File: src/pkg/stc_defines.vh
// Offsets, field positions, reset values and cycle counts of the two-wire timing block
`ifndef STC_DEFINES_VH
`define STC_DEFINES_VH

`define STC_NUM_LANES 2
`define STC_ADR_W 8

`define STC_OFS_CTRL 8'h00
`define STC_OFS_STATUS 8'h04
`define STC_OFS_MASK 8'h08
`define STC_OFS_LINES 8'h0C

`define STC_CTRL_RESET 16'h0000
`define STC_LANE_W 8
`define STC_F_SDD 0
`define STC_F_SWAP 2
`define STC_F_TOE 3
`define STC_F_FTE 4
`define STC_F_EXT 5
`define STC_F_EN 6

`define STC_EV_W 6
`define STC_EV_PER_LANE 3
`define STC_EV_START 0
`define STC_EV_FREE 1
`define STC_EV_TMO 2

`define STC_HOLD_NORM 4'h3
`define STC_HOLD_EXT 4'hC
`define STC_SETUP_NORM 4'h1
`define STC_SETUP_EXT 4'hB

`define STC_GAP_BASE 4'h1
`define STC_GAP_ADD1 4'h2
`define STC_GAP_ADD2 4'h4
`define STC_GAP_ADD3 4'h8

`define STC_FREE_PERIODS 4'hA
`define STC_CNT_MAX 4'hF

`endif

File: src/logic/stc_sync.v
// Three-stage input synchroniser with agreement filter
`timescale 1ns/10ps
module stc_sync (
  input wire mclk_i,
  input wire rst_i,
  input wire async_i,
  output wire level_o
);
  reg meta_reg;
  reg s2_reg;
  reg s3_reg;
  reg level_reg;

  // First stage feeds only the second stage
  always @(posedge mclk_i or posedge rst_i) begin
    if (rst_i) begin
      meta_reg <= 1'b1;
      s2_reg <= 1'b1;
      s3_reg <= 1'b1;
      level_reg <= 1'b1;
    end else begin
      meta_reg <= async_i;
      s2_reg <= meta_reg;
      s3_reg <= s2_reg;
      if (s2_reg == s3_reg) begin
        level_reg <= s3_reg;
      end
    end
  end

  assign level_o = level_reg;
endmodule // stc_sync

File: src/logic/stc_timing_ctrl.v
// Two-lane two-wire bus timing, supervision and pin control with Wishbone registers
//
// Overview of operation
// - SDA hold of 3 clocks normally; with extension 11 setup and 12 hold.
// - Setup delay counts from the engine's new SDA value; same write means zero extra.
// - With SCL-low timeout on, timer reloads while SCL high, counts while low.
// - With free timeout on, bus is free after both lines high over 10 periods.
// - By default SDA sits on the lower pin and SCL on the next pin.
// - With the swap bit set, SCL takes the lower pin and SDA the next.
// - Default START needs SCL falling at least one clock after SDA fell.
// - The START delay field adds 2, 4 or 8 clocks to the required gap.
`timescale 1ns/10ps
`include "stc_defines.vh"
module stc_timing_ctrl (
  input wire mclk_i,
  input wire rst_i,
  input wire wb_cyc_i,
  input wire wb_stb_i,
  input wire wb_we_i,
  input wire [7:0] wb_adr_i,
  input wire [3:0] wb_sel_i,
  input wire [31:0] wb_dat_i,
  output wire [31:0] wb_dat_o,
  output wire wb_ack_o,
  output wire irq_o,
  input wire [1:0] pin_lo_i,
  output wire [1:0] pin_lo_o,
  output wire [1:0] pin_lo_oe_n_o,
  input wire [1:0] pin_hi_i,
  output wire [1:0] pin_hi_o,
  output wire [1:0] pin_hi_oe_n_o,
  input wire [1:0] sda_req_i,
  input wire [1:0] scl_req_i,
  input wire [1:0] bit_tick_i,
  input wire [1:0] timer_ovf_i,
  output wire [1:0] sda_o,
  output wire [1:0] scl_o,
  output wire [1:0] start_o,
  output wire [1:0] bus_free_o,
  output wire [1:0] timer_reload_o,
  output wire [1:0] timer_count_o
);
  reg [15:0] ctrl_reg;
  reg [15:0] ctrl_next;
  reg [5:0] status_reg;
  reg [5:0] status_next;
  reg [5:0] mask_reg;
  reg [5:0] mask_next;
  reg ack_reg;
  reg [31:0] rdata_reg;
  reg [31:0] rdata_next;
  wire [5:0] ev_set;
  wire [7:0] line_state;
  wire wb_req;
  wire wb_wr;

  // Wishbone classic slave, ack one cycle after request
  assign wb_req = wb_cyc_i & wb_stb_i & ~ack_reg;
  assign wb_wr = wb_req & wb_we_i;
  assign wb_ack_o = ack_reg;
  assign wb_dat_o = rdata_reg;
  assign irq_o = |(status_reg & mask_reg);

  always @* begin
    ctrl_next = ctrl_reg;
    mask_next = mask_reg;
    status_next = status_reg;
    if (wb_wr && wb_adr_i == `STC_OFS_CTRL) begin
      if (wb_sel_i[0]) begin
        ctrl_next[7:0] = {1'b0, wb_dat_i[6:0]};
      end
      if (wb_sel_i[1]) begin
        ctrl_next[15:8] = {1'b0, wb_dat_i[14:8]};
      end
    end
    if (wb_wr && wb_adr_i == `STC_OFS_MASK && wb_sel_i[0]) begin
      mask_next = wb_dat_i[5:0];
    end
    // Write one to clear; a new event in the same cycle wins
    if (wb_wr && wb_adr_i == `STC_OFS_STATUS && wb_sel_i[0]) begin
      status_next = status_reg & ~wb_dat_i[5:0];
    end
    status_next = status_next | ev_set;
  end

  always @* begin
    rdata_next = 32'h00000000;
    if (wb_req && !wb_we_i) begin
      case (wb_adr_i)
        `STC_OFS_CTRL: begin
          rdata_next = {16'h0000, ctrl_reg};
        end
        `STC_OFS_STATUS: begin
          rdata_next = {26'h0, status_reg};
        end
        `STC_OFS_MASK: begin
          rdata_next = {26'h0, mask_reg};
        end
        `STC_OFS_LINES: begin
          rdata_next = {24'h000000, line_state};
        end
        default: begin
          rdata_next = 32'h00000000;
        end
      endcase
    end
  end

  always @(posedge mclk_i or posedge rst_i) begin
    if (rst_i) begin
      ctrl_reg <= `STC_CTRL_RESET;
      status_reg <= 6'h00;
      mask_reg <= 6'h00;
      ack_reg <= 1'b0;
      rdata_reg <= 32'h00000000;
    end else begin
      ctrl_reg <= ctrl_next;
      status_reg <= status_next;
      mask_reg <= mask_next;
      ack_reg <= wb_req;
      rdata_reg <= rdata_next;
    end
  end

  genvar g;
  generate
    for (g = 0; g < `STC_NUM_LANES; g = g + 1) begin : lane
      // Own copy of every setting per lane
      wire [7:0] cf = ctrl_reg[g*`STC_LANE_W +: `STC_LANE_W];
      wire en = cf[`STC_F_EN];
      wire swap = cf[`STC_F_SWAP];
      wire ext = cf[`STC_F_EXT];
      wire lo_s;
      wire hi_s;
      wire sda_in;
      wire scl_in;
      wire sda_fall;
      wire sda_rise;
      wire scl_fall;
      wire hold_ok;
      wire setup_ok;
      reg [3:0] gap_need;
      reg sda_d_reg;
      reg scl_d_reg;
      reg armed_reg;
      reg armed_next;
      reg [3:0] gap_reg;
      reg [3:0] gap_next;
      reg start_reg;
      reg [3:0] free_cnt_reg;
      reg [3:0] free_cnt_next;
      reg free_reg;
      reg free_next;
      reg [3:0] low_cnt_reg;
      reg [3:0] set_cnt_reg;
      reg sda_drv_reg;
      reg sda_drv_next;
      reg scl_drv_reg;
      reg scl_drv_next;

      stc_sync u_sync_lo (
        .mclk_i(mclk_i),
        .rst_i(rst_i),
        .async_i(pin_lo_i[g]),
        .level_o(lo_s)
      );

      stc_sync u_sync_hi (
        .mclk_i(mclk_i),
        .rst_i(rst_i),
        .async_i(pin_hi_i[g]),
        .level_o(hi_s)
      );

      // Lower pin is SDA by default, SCL when swapped
      assign sda_in = swap ? hi_s : lo_s;
      assign scl_in = swap ? lo_s : hi_s;
      assign sda_fall = sda_d_reg & ~sda_in;
      assign sda_rise = ~sda_d_reg & sda_in;
      assign scl_fall = scl_d_reg & ~scl_in;

      always @* begin
        case (cf[`STC_F_SDD +: 2])
          2'b00: begin
            gap_need = `STC_GAP_BASE;
          end
          2'b01: begin
            gap_need = `STC_GAP_BASE + `STC_GAP_ADD1;
          end
          2'b10: begin
            gap_need = `STC_GAP_BASE + `STC_GAP_ADD2;
          end
          default: begin
            gap_need = `STC_GAP_BASE + `STC_GAP_ADD3;
          end
        endcase
      end

      // Gap counts clocks since SDA fell with SCL still high
      always @* begin
        armed_next = armed_reg;
        gap_next = gap_reg;
        if (!en || scl_fall || sda_rise || !scl_in) begin
          armed_next = 1'b0;
          gap_next = 4'h0;
        end else if (sda_fall) begin
          armed_next = 1'b1;
          gap_next = 4'h1;
        end else if (armed_reg && gap_reg != `STC_CNT_MAX) begin
          gap_next = gap_reg + 4'h1;
        end
      end

      // Free after more than the set number of source periods high
      always @* begin
        free_cnt_next = free_cnt_reg;
        free_next = free_reg;
        if (!en || !cf[`STC_F_FTE] || !sda_in || !scl_in) begin
          free_cnt_next = 4'h0;
          free_next = 1'b0;
        end else if (bit_tick_i[g] && !free_reg) begin
          if (free_cnt_reg == `STC_FREE_PERIODS) begin
            free_next = 1'b1;
          end else begin
            free_cnt_next = free_cnt_reg + 4'h1;
          end
        end
      end

      // SDA may change while SCL is low only after the hold time
      assign hold_ok = low_cnt_reg >= (ext ? `STC_HOLD_EXT : `STC_HOLD_NORM);
      // SCL released only after the setup time since the last SDA change
      assign setup_ok = set_cnt_reg >= (ext ? `STC_SETUP_EXT : `STC_SETUP_NORM);

      always @* begin
        sda_drv_next = sda_drv_reg;
        if (!en) begin
          sda_drv_next = 1'b0;
        end else if (scl_in || hold_ok) begin
          sda_drv_next = ~sda_req_i[g];
        end
      end

      always @* begin
        scl_drv_next = scl_drv_reg;
        if (!en) begin
          scl_drv_next = 1'b0;
        end else if (!scl_req_i[g]) begin
          scl_drv_next = 1'b1;
        end else if (setup_ok) begin
          scl_drv_next = 1'b0;
        end
      end

      always @(posedge mclk_i or posedge rst_i) begin
        if (rst_i) begin
          sda_d_reg <= 1'b1;
          scl_d_reg <= 1'b1;
          armed_reg <= 1'b0;
          gap_reg <= 4'h0;
          start_reg <= 1'b0;
          free_cnt_reg <= 4'h0;
          free_reg <= 1'b0;
          low_cnt_reg <= 4'h0;
          set_cnt_reg <= 4'h0;
          sda_drv_reg <= 1'b0;
          scl_drv_reg <= 1'b0;
        end else begin
          sda_d_reg <= sda_in;
          scl_d_reg <= scl_in;
          armed_reg <= armed_next;
          gap_reg <= gap_next;
          start_reg <= en & scl_fall & armed_reg & (gap_reg >= gap_need);
          free_cnt_reg <= free_cnt_next;
          free_reg <= free_next;
          if (scl_in) begin
            low_cnt_reg <= 4'h0;
          end else if (low_cnt_reg != `STC_CNT_MAX) begin
            low_cnt_reg <= low_cnt_reg + 4'h1;
          end
          if (sda_drv_next != sda_drv_reg) begin
            set_cnt_reg <= 4'h0;
          end else if (set_cnt_reg != `STC_CNT_MAX) begin
            set_cnt_reg <= set_cnt_reg + 4'h1;
          end
          sda_drv_reg <= sda_drv_next;
          scl_drv_reg <= scl_drv_next;
        end
      end

      // Open drain: output low, enable low while pulling the line
      assign pin_lo_o[g] = 1'b0;
      assign pin_hi_o[g] = 1'b0;
      assign pin_lo_oe_n_o[g] = ~(swap ? scl_drv_reg : sda_drv_reg);
      assign pin_hi_oe_n_o[g] = ~(swap ? sda_drv_reg : scl_drv_reg);

      // Associated timer reloads on SCL high, counts on SCL low
      assign timer_reload_o[g] = en & cf[`STC_F_TOE] & scl_in;
      assign timer_count_o[g] = en & cf[`STC_F_TOE] & ~scl_in;

      assign sda_o[g] = sda_in;
      assign scl_o[g] = scl_in;
      assign start_o[g] = start_reg;
      assign bus_free_o[g] = free_reg;

      assign ev_set[g*`STC_EV_PER_LANE + `STC_EV_START] = start_reg;
      assign ev_set[g*`STC_EV_PER_LANE + `STC_EV_FREE] = free_next & ~free_reg;
      assign ev_set[g*`STC_EV_PER_LANE + `STC_EV_TMO] = timer_ovf_i[g] & en & cf[`STC_F_TOE];
      assign line_state[g*4 +: 4] = {armed_reg, free_reg, scl_in, sda_in};
    end
  endgenerate
endmodule // stc_timing_ctrl

File: config.mk
export PLATFORM = sky130hd
export DESIGN_NAME = stc_timing_ctrl
export DESIGN_NICKNAME = d
export VERILOG_FILES = /design/src/logic/stc_sync.v /design/src/logic/stc_timing_ctrl.v
export VERILOG_INCLUDE_DIRS = /design/src /design/src/pkg
export SDC_FILE = /design/constraint.sdc
export NUM_CORES = 1
export LEC_CHECK = 0
export BUFFER_PORTS_ARGS = -buffer_cell sky130_fd_sc_hd__buf_2
export CAP_MARGIN = 20
export CORE_ASPECT_RATIO = 0.6
export CORE_UTILIZATION = 42
export CTS_CLUSTER_SIZE = 16
export DETAILED_ROUTE_END_ITERATION = 6
export GPL_ROUTABILITY_DRIVEN = 0
export PLACE_DENSITY = 0.75
export SLEW_MARGIN = 25
export SYNTH_ARGS = -nofsm -noshare
export SYNTH_HDL_FRONTEND = slang
export SYNTH_SLANG_ARGS = --single-unit
export TNS_END_PERCENT = 50
File: constraint.sdc
create_clock -name mclk_i -period 3.7 [get_ports mclk_i]
set_clock_uncertainty 0.15 [all_clocks]
set_input_delay 0.37 -clock mclk_i [delete_from_list [all_inputs] [get_ports mclk_i]]
set_output_delay 0.37 -clock mclk_i [all_outputs]
set_load 0.005 [all_outputs]
== Word level (Yosys, flattened, before mapping) ==
Index checks and enable logic that the tools add are counted.
Word-level totals
  register bits after elaboration: 121
  output and inout bits: 54
  input port bits: 61
  logic and storage cells: 239
Cells by class
  equal/unequal tests: 25
  multiplexer cells: 57
  reduce and logical (&&, ||, !) cells: 53
  order comparisons: 6
  bitwise gates (word level): 46
  add/subtract/negate cells: 8
Operators by type and width (number)
  two-way mux 4 bit: 24
  case mux 15 bit (4 select lines): 1
  adder 4 x 1 -> 4 bit (second input constant): 8
  two-way mux 1 bit: 28
  bitwise AND 1 bit: 27
  greater-or-equal comparator 4 bit: 6
  != test 4 bit (second input constant): 6
  case mux 4 bit (3 select lines): 2
  equality test 8 x 4 -> 1 bit (second input constant): 2
  nonzero test 2 bit: 8
  two-way mux 15 bit: 1
  NOT 1 bit: 15
  logical OR 1 bit: 14
  bitwise AND 6 bit: 2
  logical NOT 1 bit: 11
  logical AND 1 bit: 10
  equality test 4 bit (second input constant): 2
  equality test 8 x 3 -> 1 bit (second input constant): 1
  logical NOT 8 bit: 1
  AND reduction 2 bit: 4
  two-way mux 6 bit: 1
  != test 3 x 2 -> 1 bit (second input constant): 2
  NOT 6 bit: 1
  bitwise OR 6 bit: 1
  8 further kinds: 17

== Logic depth before layout (Yosys ltp) ==
  word-level depth: 7
  mapped depth: 6
  mapped depth without buffers: 6

== By module ==
From an unflattened synthesis, not the netlist that was laid out.
Second synthesis, totals
  cell total of the unflattened synthesis: 461
  area total of the unflattened synthesis: 5231.3 um^2
Modules (own cells, without submodules)
  stc_timing_ctrl: instances 1, seq. area each 2207.1 um^2, cells each 437, area an instance 4750.8 um^2
  stc_sync: instances 4, seq. area each 105.1 um^2, cells each 6, area an instance 120.1 um^2

== Least setup slack after synthesis ==
No wires, ideal clock.
  path kind: input-to-reg
  from: in wb_adr_i[1]
  to: reg mask_reg[0]
  data arrival time: 1738 ps
  stages: 5
  buffers on the path: 1
  setup slack: 1687 ps
  setup time: 125 ps
  data required time: 3425 ps
  cell sequence: nor4_4 -> nand3_2 -> or4b_1 -> buf_4 -> mux2_4
Between the ends
  cells in the longest elaborated chain, start to end: 3
Ends and longest elaborated chain
  start, declared: RTL line stc_timing_ctrl.v:20  | input wire [7:0] wb_adr_i,
  equality test 8 x 4 -> 1 bit
  logical AND 1 bit (no source line)
  logical AND 1 bit: RTL line stc_timing_ctrl.v:76  | if (wb_wr && wb_adr_i == `STC_OFS_MASK && wb_sel_i[0]) begin
  end signal, assigned: RTL line stc_timing_ctrl.v:119  | mask_reg <= mask_next;
  end, declared: RTL line stc_timing_ctrl.v:47  | reg [5:0] mask_reg;
No other way between the ends.
A chain may end at the register's enable or synchronous reset.

== Worst setup path after layout ==
  from: reg ctrl_reg[10]
  to: out timer_reload_o[1]
Between the ends
  cells in the longest elaborated chain, start to end: 2
Ends and longest elaborated chain
  start, declared: RTL line stc_timing_ctrl.v:43  | reg [15:0] ctrl_reg;
  start signal, assigned: RTL line stc_timing_ctrl.v:111  | ctrl_reg <= `STC_CTRL_RESET;
  start signal, assigned: RTL line stc_timing_ctrl.v:117  | ctrl_reg <= ctrl_next;
  two-way mux 1 bit: RTL line stc_timing_ctrl.v:177  | assign scl_in = swap ? lo_s : hi_s;
  bitwise AND 1 bit: RTL line stc_timing_ctrl.v:298  | assign timer_reload_o[g] = en & cf[`STC_F_TOE] & scl_in;
  end, declared: RTL line stc_timing_ctrl.v:40  | output wire [1:0] timer_reload_o,
No other way between the ends.

==> impl_metrics.yaml <==
run_status:
  outcome: "complete, no violations"
synthesis:
  syn_area_mm2: 0.00520
  synth.most_common_cell: "dfrtp_1"
  synth-edff-count: 0
  synth_common_cells: "dfrtp_1, nor2_1, buf_4, ha_1, nand2_1"
  syn_avg_cell_area_um2: 11.3
  synth.top_cell.area_share_pct: 40.4
  yosys_warnings: 0
  ys.flop_type: "dfrtp_1"
  ys_types: 53
  synthTopCellsByArea: "dfrtp_1, dfstp_2, ha_1"
  ys_ff_latch: 104
  yosysSeqAreaShare_pct: 50.5
  yosysTopAreaCell: "dfrtp_1"
  synth_cells: 461
  async_flop_share_pct: 100
clock_tree:
  postCtsSetupBuffers: 0
  cts.sinks: 104
  path_clk_slew_ns: 0.07
  clk_path_buf_depth: 2
  cts_tree: "built"
  cts_root_buffer: "clkbuf_16"
  clk_latency_ns: 0.34
  cts_buffers: 9
  h-tree-depth: 3
floorplanning:
  die_area_mm2: 0.0128
  die_width_um: 146
  die_h_um: 88.2
  core_area_mm2: 0.0121
  start_util_pct: 43.1
  ioPinCount: 115
  rows: 31
worst_setup_path:
  r2r_slack_ns: 1.46
  cpMaxStageDelayCell: "dfrtp_1"
  startpoint_type: "flip-flop"
  reg2reg_depth: 4
  arrival_ns: 2.07
  worstPathCellList: "mux2i_1 -> clkinv_1 -> and3_1 -> buf_2"
  critPathRequiredTime_ns: 3.18
  crit_type: "reg2out"
  cp-end-kind: "output pin"
  cp_slowest_stage_delay_ns: 0.48
  reg2reg_from: "wb_ack_o"
  cp_max_fo: 10
  cp_num_buf_inv: 2
  timing.rr.end: "ctrl_reg[0]"
  critical-path-top-delay-family: "buffers and inverters"
global_route:
  grt_overflow: 0
  grt_pass1_vias: 3614
  grt_pass1_wl_um: 17700
  grt.total_usage_pct: 18.0
  grt_max_degree: 51
  grt_antenna_before_repair: 2
placement:
  placed_cell_area_mm2: 0.00560
  dp_hpwl_um: 8330
  dp_slack_ns: 1.31
  numPortBuffers: 73
final_layout:
  layout.nets: 620
  largest_reg_flops: 15
  design_area_mm2: 0.00593
  area_delta_synth_final_pct: 14.1
  drive_gt1_share_pct: 25.9
sta:
  hold_slack_ns: 0.0557
  hold_viol_final: 0
  rsz0062_at_grt: "no"
  worst_pin_slew_ns: 0.931
  slew_violations: 0
  fmax_ghz: 0.385
  finalSetupTns_ns: 0
  finalCriticalPeriod_ns: 2.59
  relSlewSlack_pct: 37.4
  setup_ws_ns: 1.11
  finalSetupViolations: 0
  fin_crit_sh_pct: 70.1
pwr:
  p_leak_nw: 2.83
  internal_power_mw: 1.89
  vdd_ir_drop_max_v: 0.000184
  pwr-share-comb_pct: 14.5
  clkPwrFrac_pct: 34.7
  pwr-share-seq_pct: 50.8
  swShare_pct: 26.6
  p_per_area_mw_per_mm2: 434
  switching_power_uw: 684
route:
  drcViolationCount: 0
  drtIter0Drc: 179
  drtAntennaViolNets: 0
  vias: 3637
  drt_first_pass_iters: 4
  routedWlPerCell_um: 15.7
  wirelength_um: 11000
  viasPerCell: 5.18
min_path:
  hp-class: "in2reg"
  hold_end: "lane[1].scl_drv_reg"
  holdPathStages: 2
  hp-start: "scl_req_i[1]"
flow_run:
  maxCapViolations: 0
## final cells by class
type,count,area (µm²)
Sequential cell,104,2630
Tap cell,165,206
Timing Repair Buffer,81,438
Multi-Input combinational cell,323,2330
Clock buffer,14,264
Antenna cell,1,2.50
Inverter,12,47.5
Clock inverter,2,13.8
Fill cell,1076,6130
## worst reg2reg max path, cell delays in order (launching register included)
cell and delay (ns):
dfrtp_1 0.37, and3b_1 0.26, nand3_2 0.13, nor4_2 0.79, mux2_2 0.42
## per-stage QoR
| stage | utilization [%] | instances | total power [mW] |
|---|---|---|---|
| 2_1_floorplan | - | 481 | 1.59 |
| 3_3_place_gp | 46.4 | 680 | 1.66 |
| 3_5_place_dp | 46.4 | 680 | 1.70 |
| 4_1_cts | 49.1 | 701 | 2.60 |
| 5_1_grt | 49.1 | 701 | 2.71 |
| 6_report | 49.2 | 702 | 2.57 |
## layout by cell type, fill, tap and decap left out, types with 10 or more instances in the layout
cell     Yosys  routed
dfrtp_1     84      84
buf_2        1      73
nor2_1      33      33
ha_1        28      28
nand2_1     27      27
nand3_1     23      23
conb_1       1      21
dfstp_2     20      20
a21oi_1     17      17
mux2_2      14      14
mux2i_1     13      13
xor2_1      11      11
inv_1       11      10
## cells by family (layout without fill, tap and decap cells)
| family | Yosys count | in the layout | synth area share, % |
|---|---|---|---|
| DFF | 104 | 104 | 50.5 |
| AOI/OAI and AO/OA | 62 | 62 | 8.18 |
| and+or+nand+nor | 154 | 154 | 16.2 |
| muxes | 35 | 35 | 8.13 |
| adders and majority gates | 33 | 33 | 7.70 |
| other | 1 | 22 | 0.0721 |
| xor gates and xnor gates | 18 | 18 | 3.03 |
| buffers and inverters | 54 | 109 | 6.09 |
## power by group through the flow
stage / clock network [mW] / logic [mW] / registers (mW)
global placement: 0 / 0.340 / 1.32
floorplan: 0 / 0.293 / 1.30
detailed placement: 0 / 0.372 / 1.33
CTS: 0.919 / 0.378 / 1.31
finish: 0.893 / 0.374 / 1.31
global route: 0.963 / 0.426 / 1.32
## timing repair
item | 4_1_cts | 5_1_grt
endpoints found under the setup margin | 0 | 0
endpoints found under the hold margin | 47 | 0
gates resized for setup | 0 | 0
hold buffers | 5 | 0
## how the worst max path moves through the flow
stage / start / end / cells past startpoint
2_1_floorplan: rst_i / ctrl_reg[0] / 1
3_3_place_gp: wb_adr_i[1] / ctrl_reg[0] / 5
3_5_place_dp: wb_adr_i[1] / ctrl_reg[4] / 5
4_1_cts: ctrl_reg[10] / timer_reload_o[1] / 4
5_1_grt: ctrl_reg[10] / timer_reload_o[1] / 4
6_report: ctrl_reg[10] / timer_reload_o[1] / 4
## per-layer routing
metal,GRT usage (%),wire [µm],vias up
li1,-,-,1725
met2,28.5,4990,94
met1,23.8,5160,1797
met4,7.18,216,2
met5,0,13,-
met3,4.79,617,19
Power figures use the tool's default switching activity.
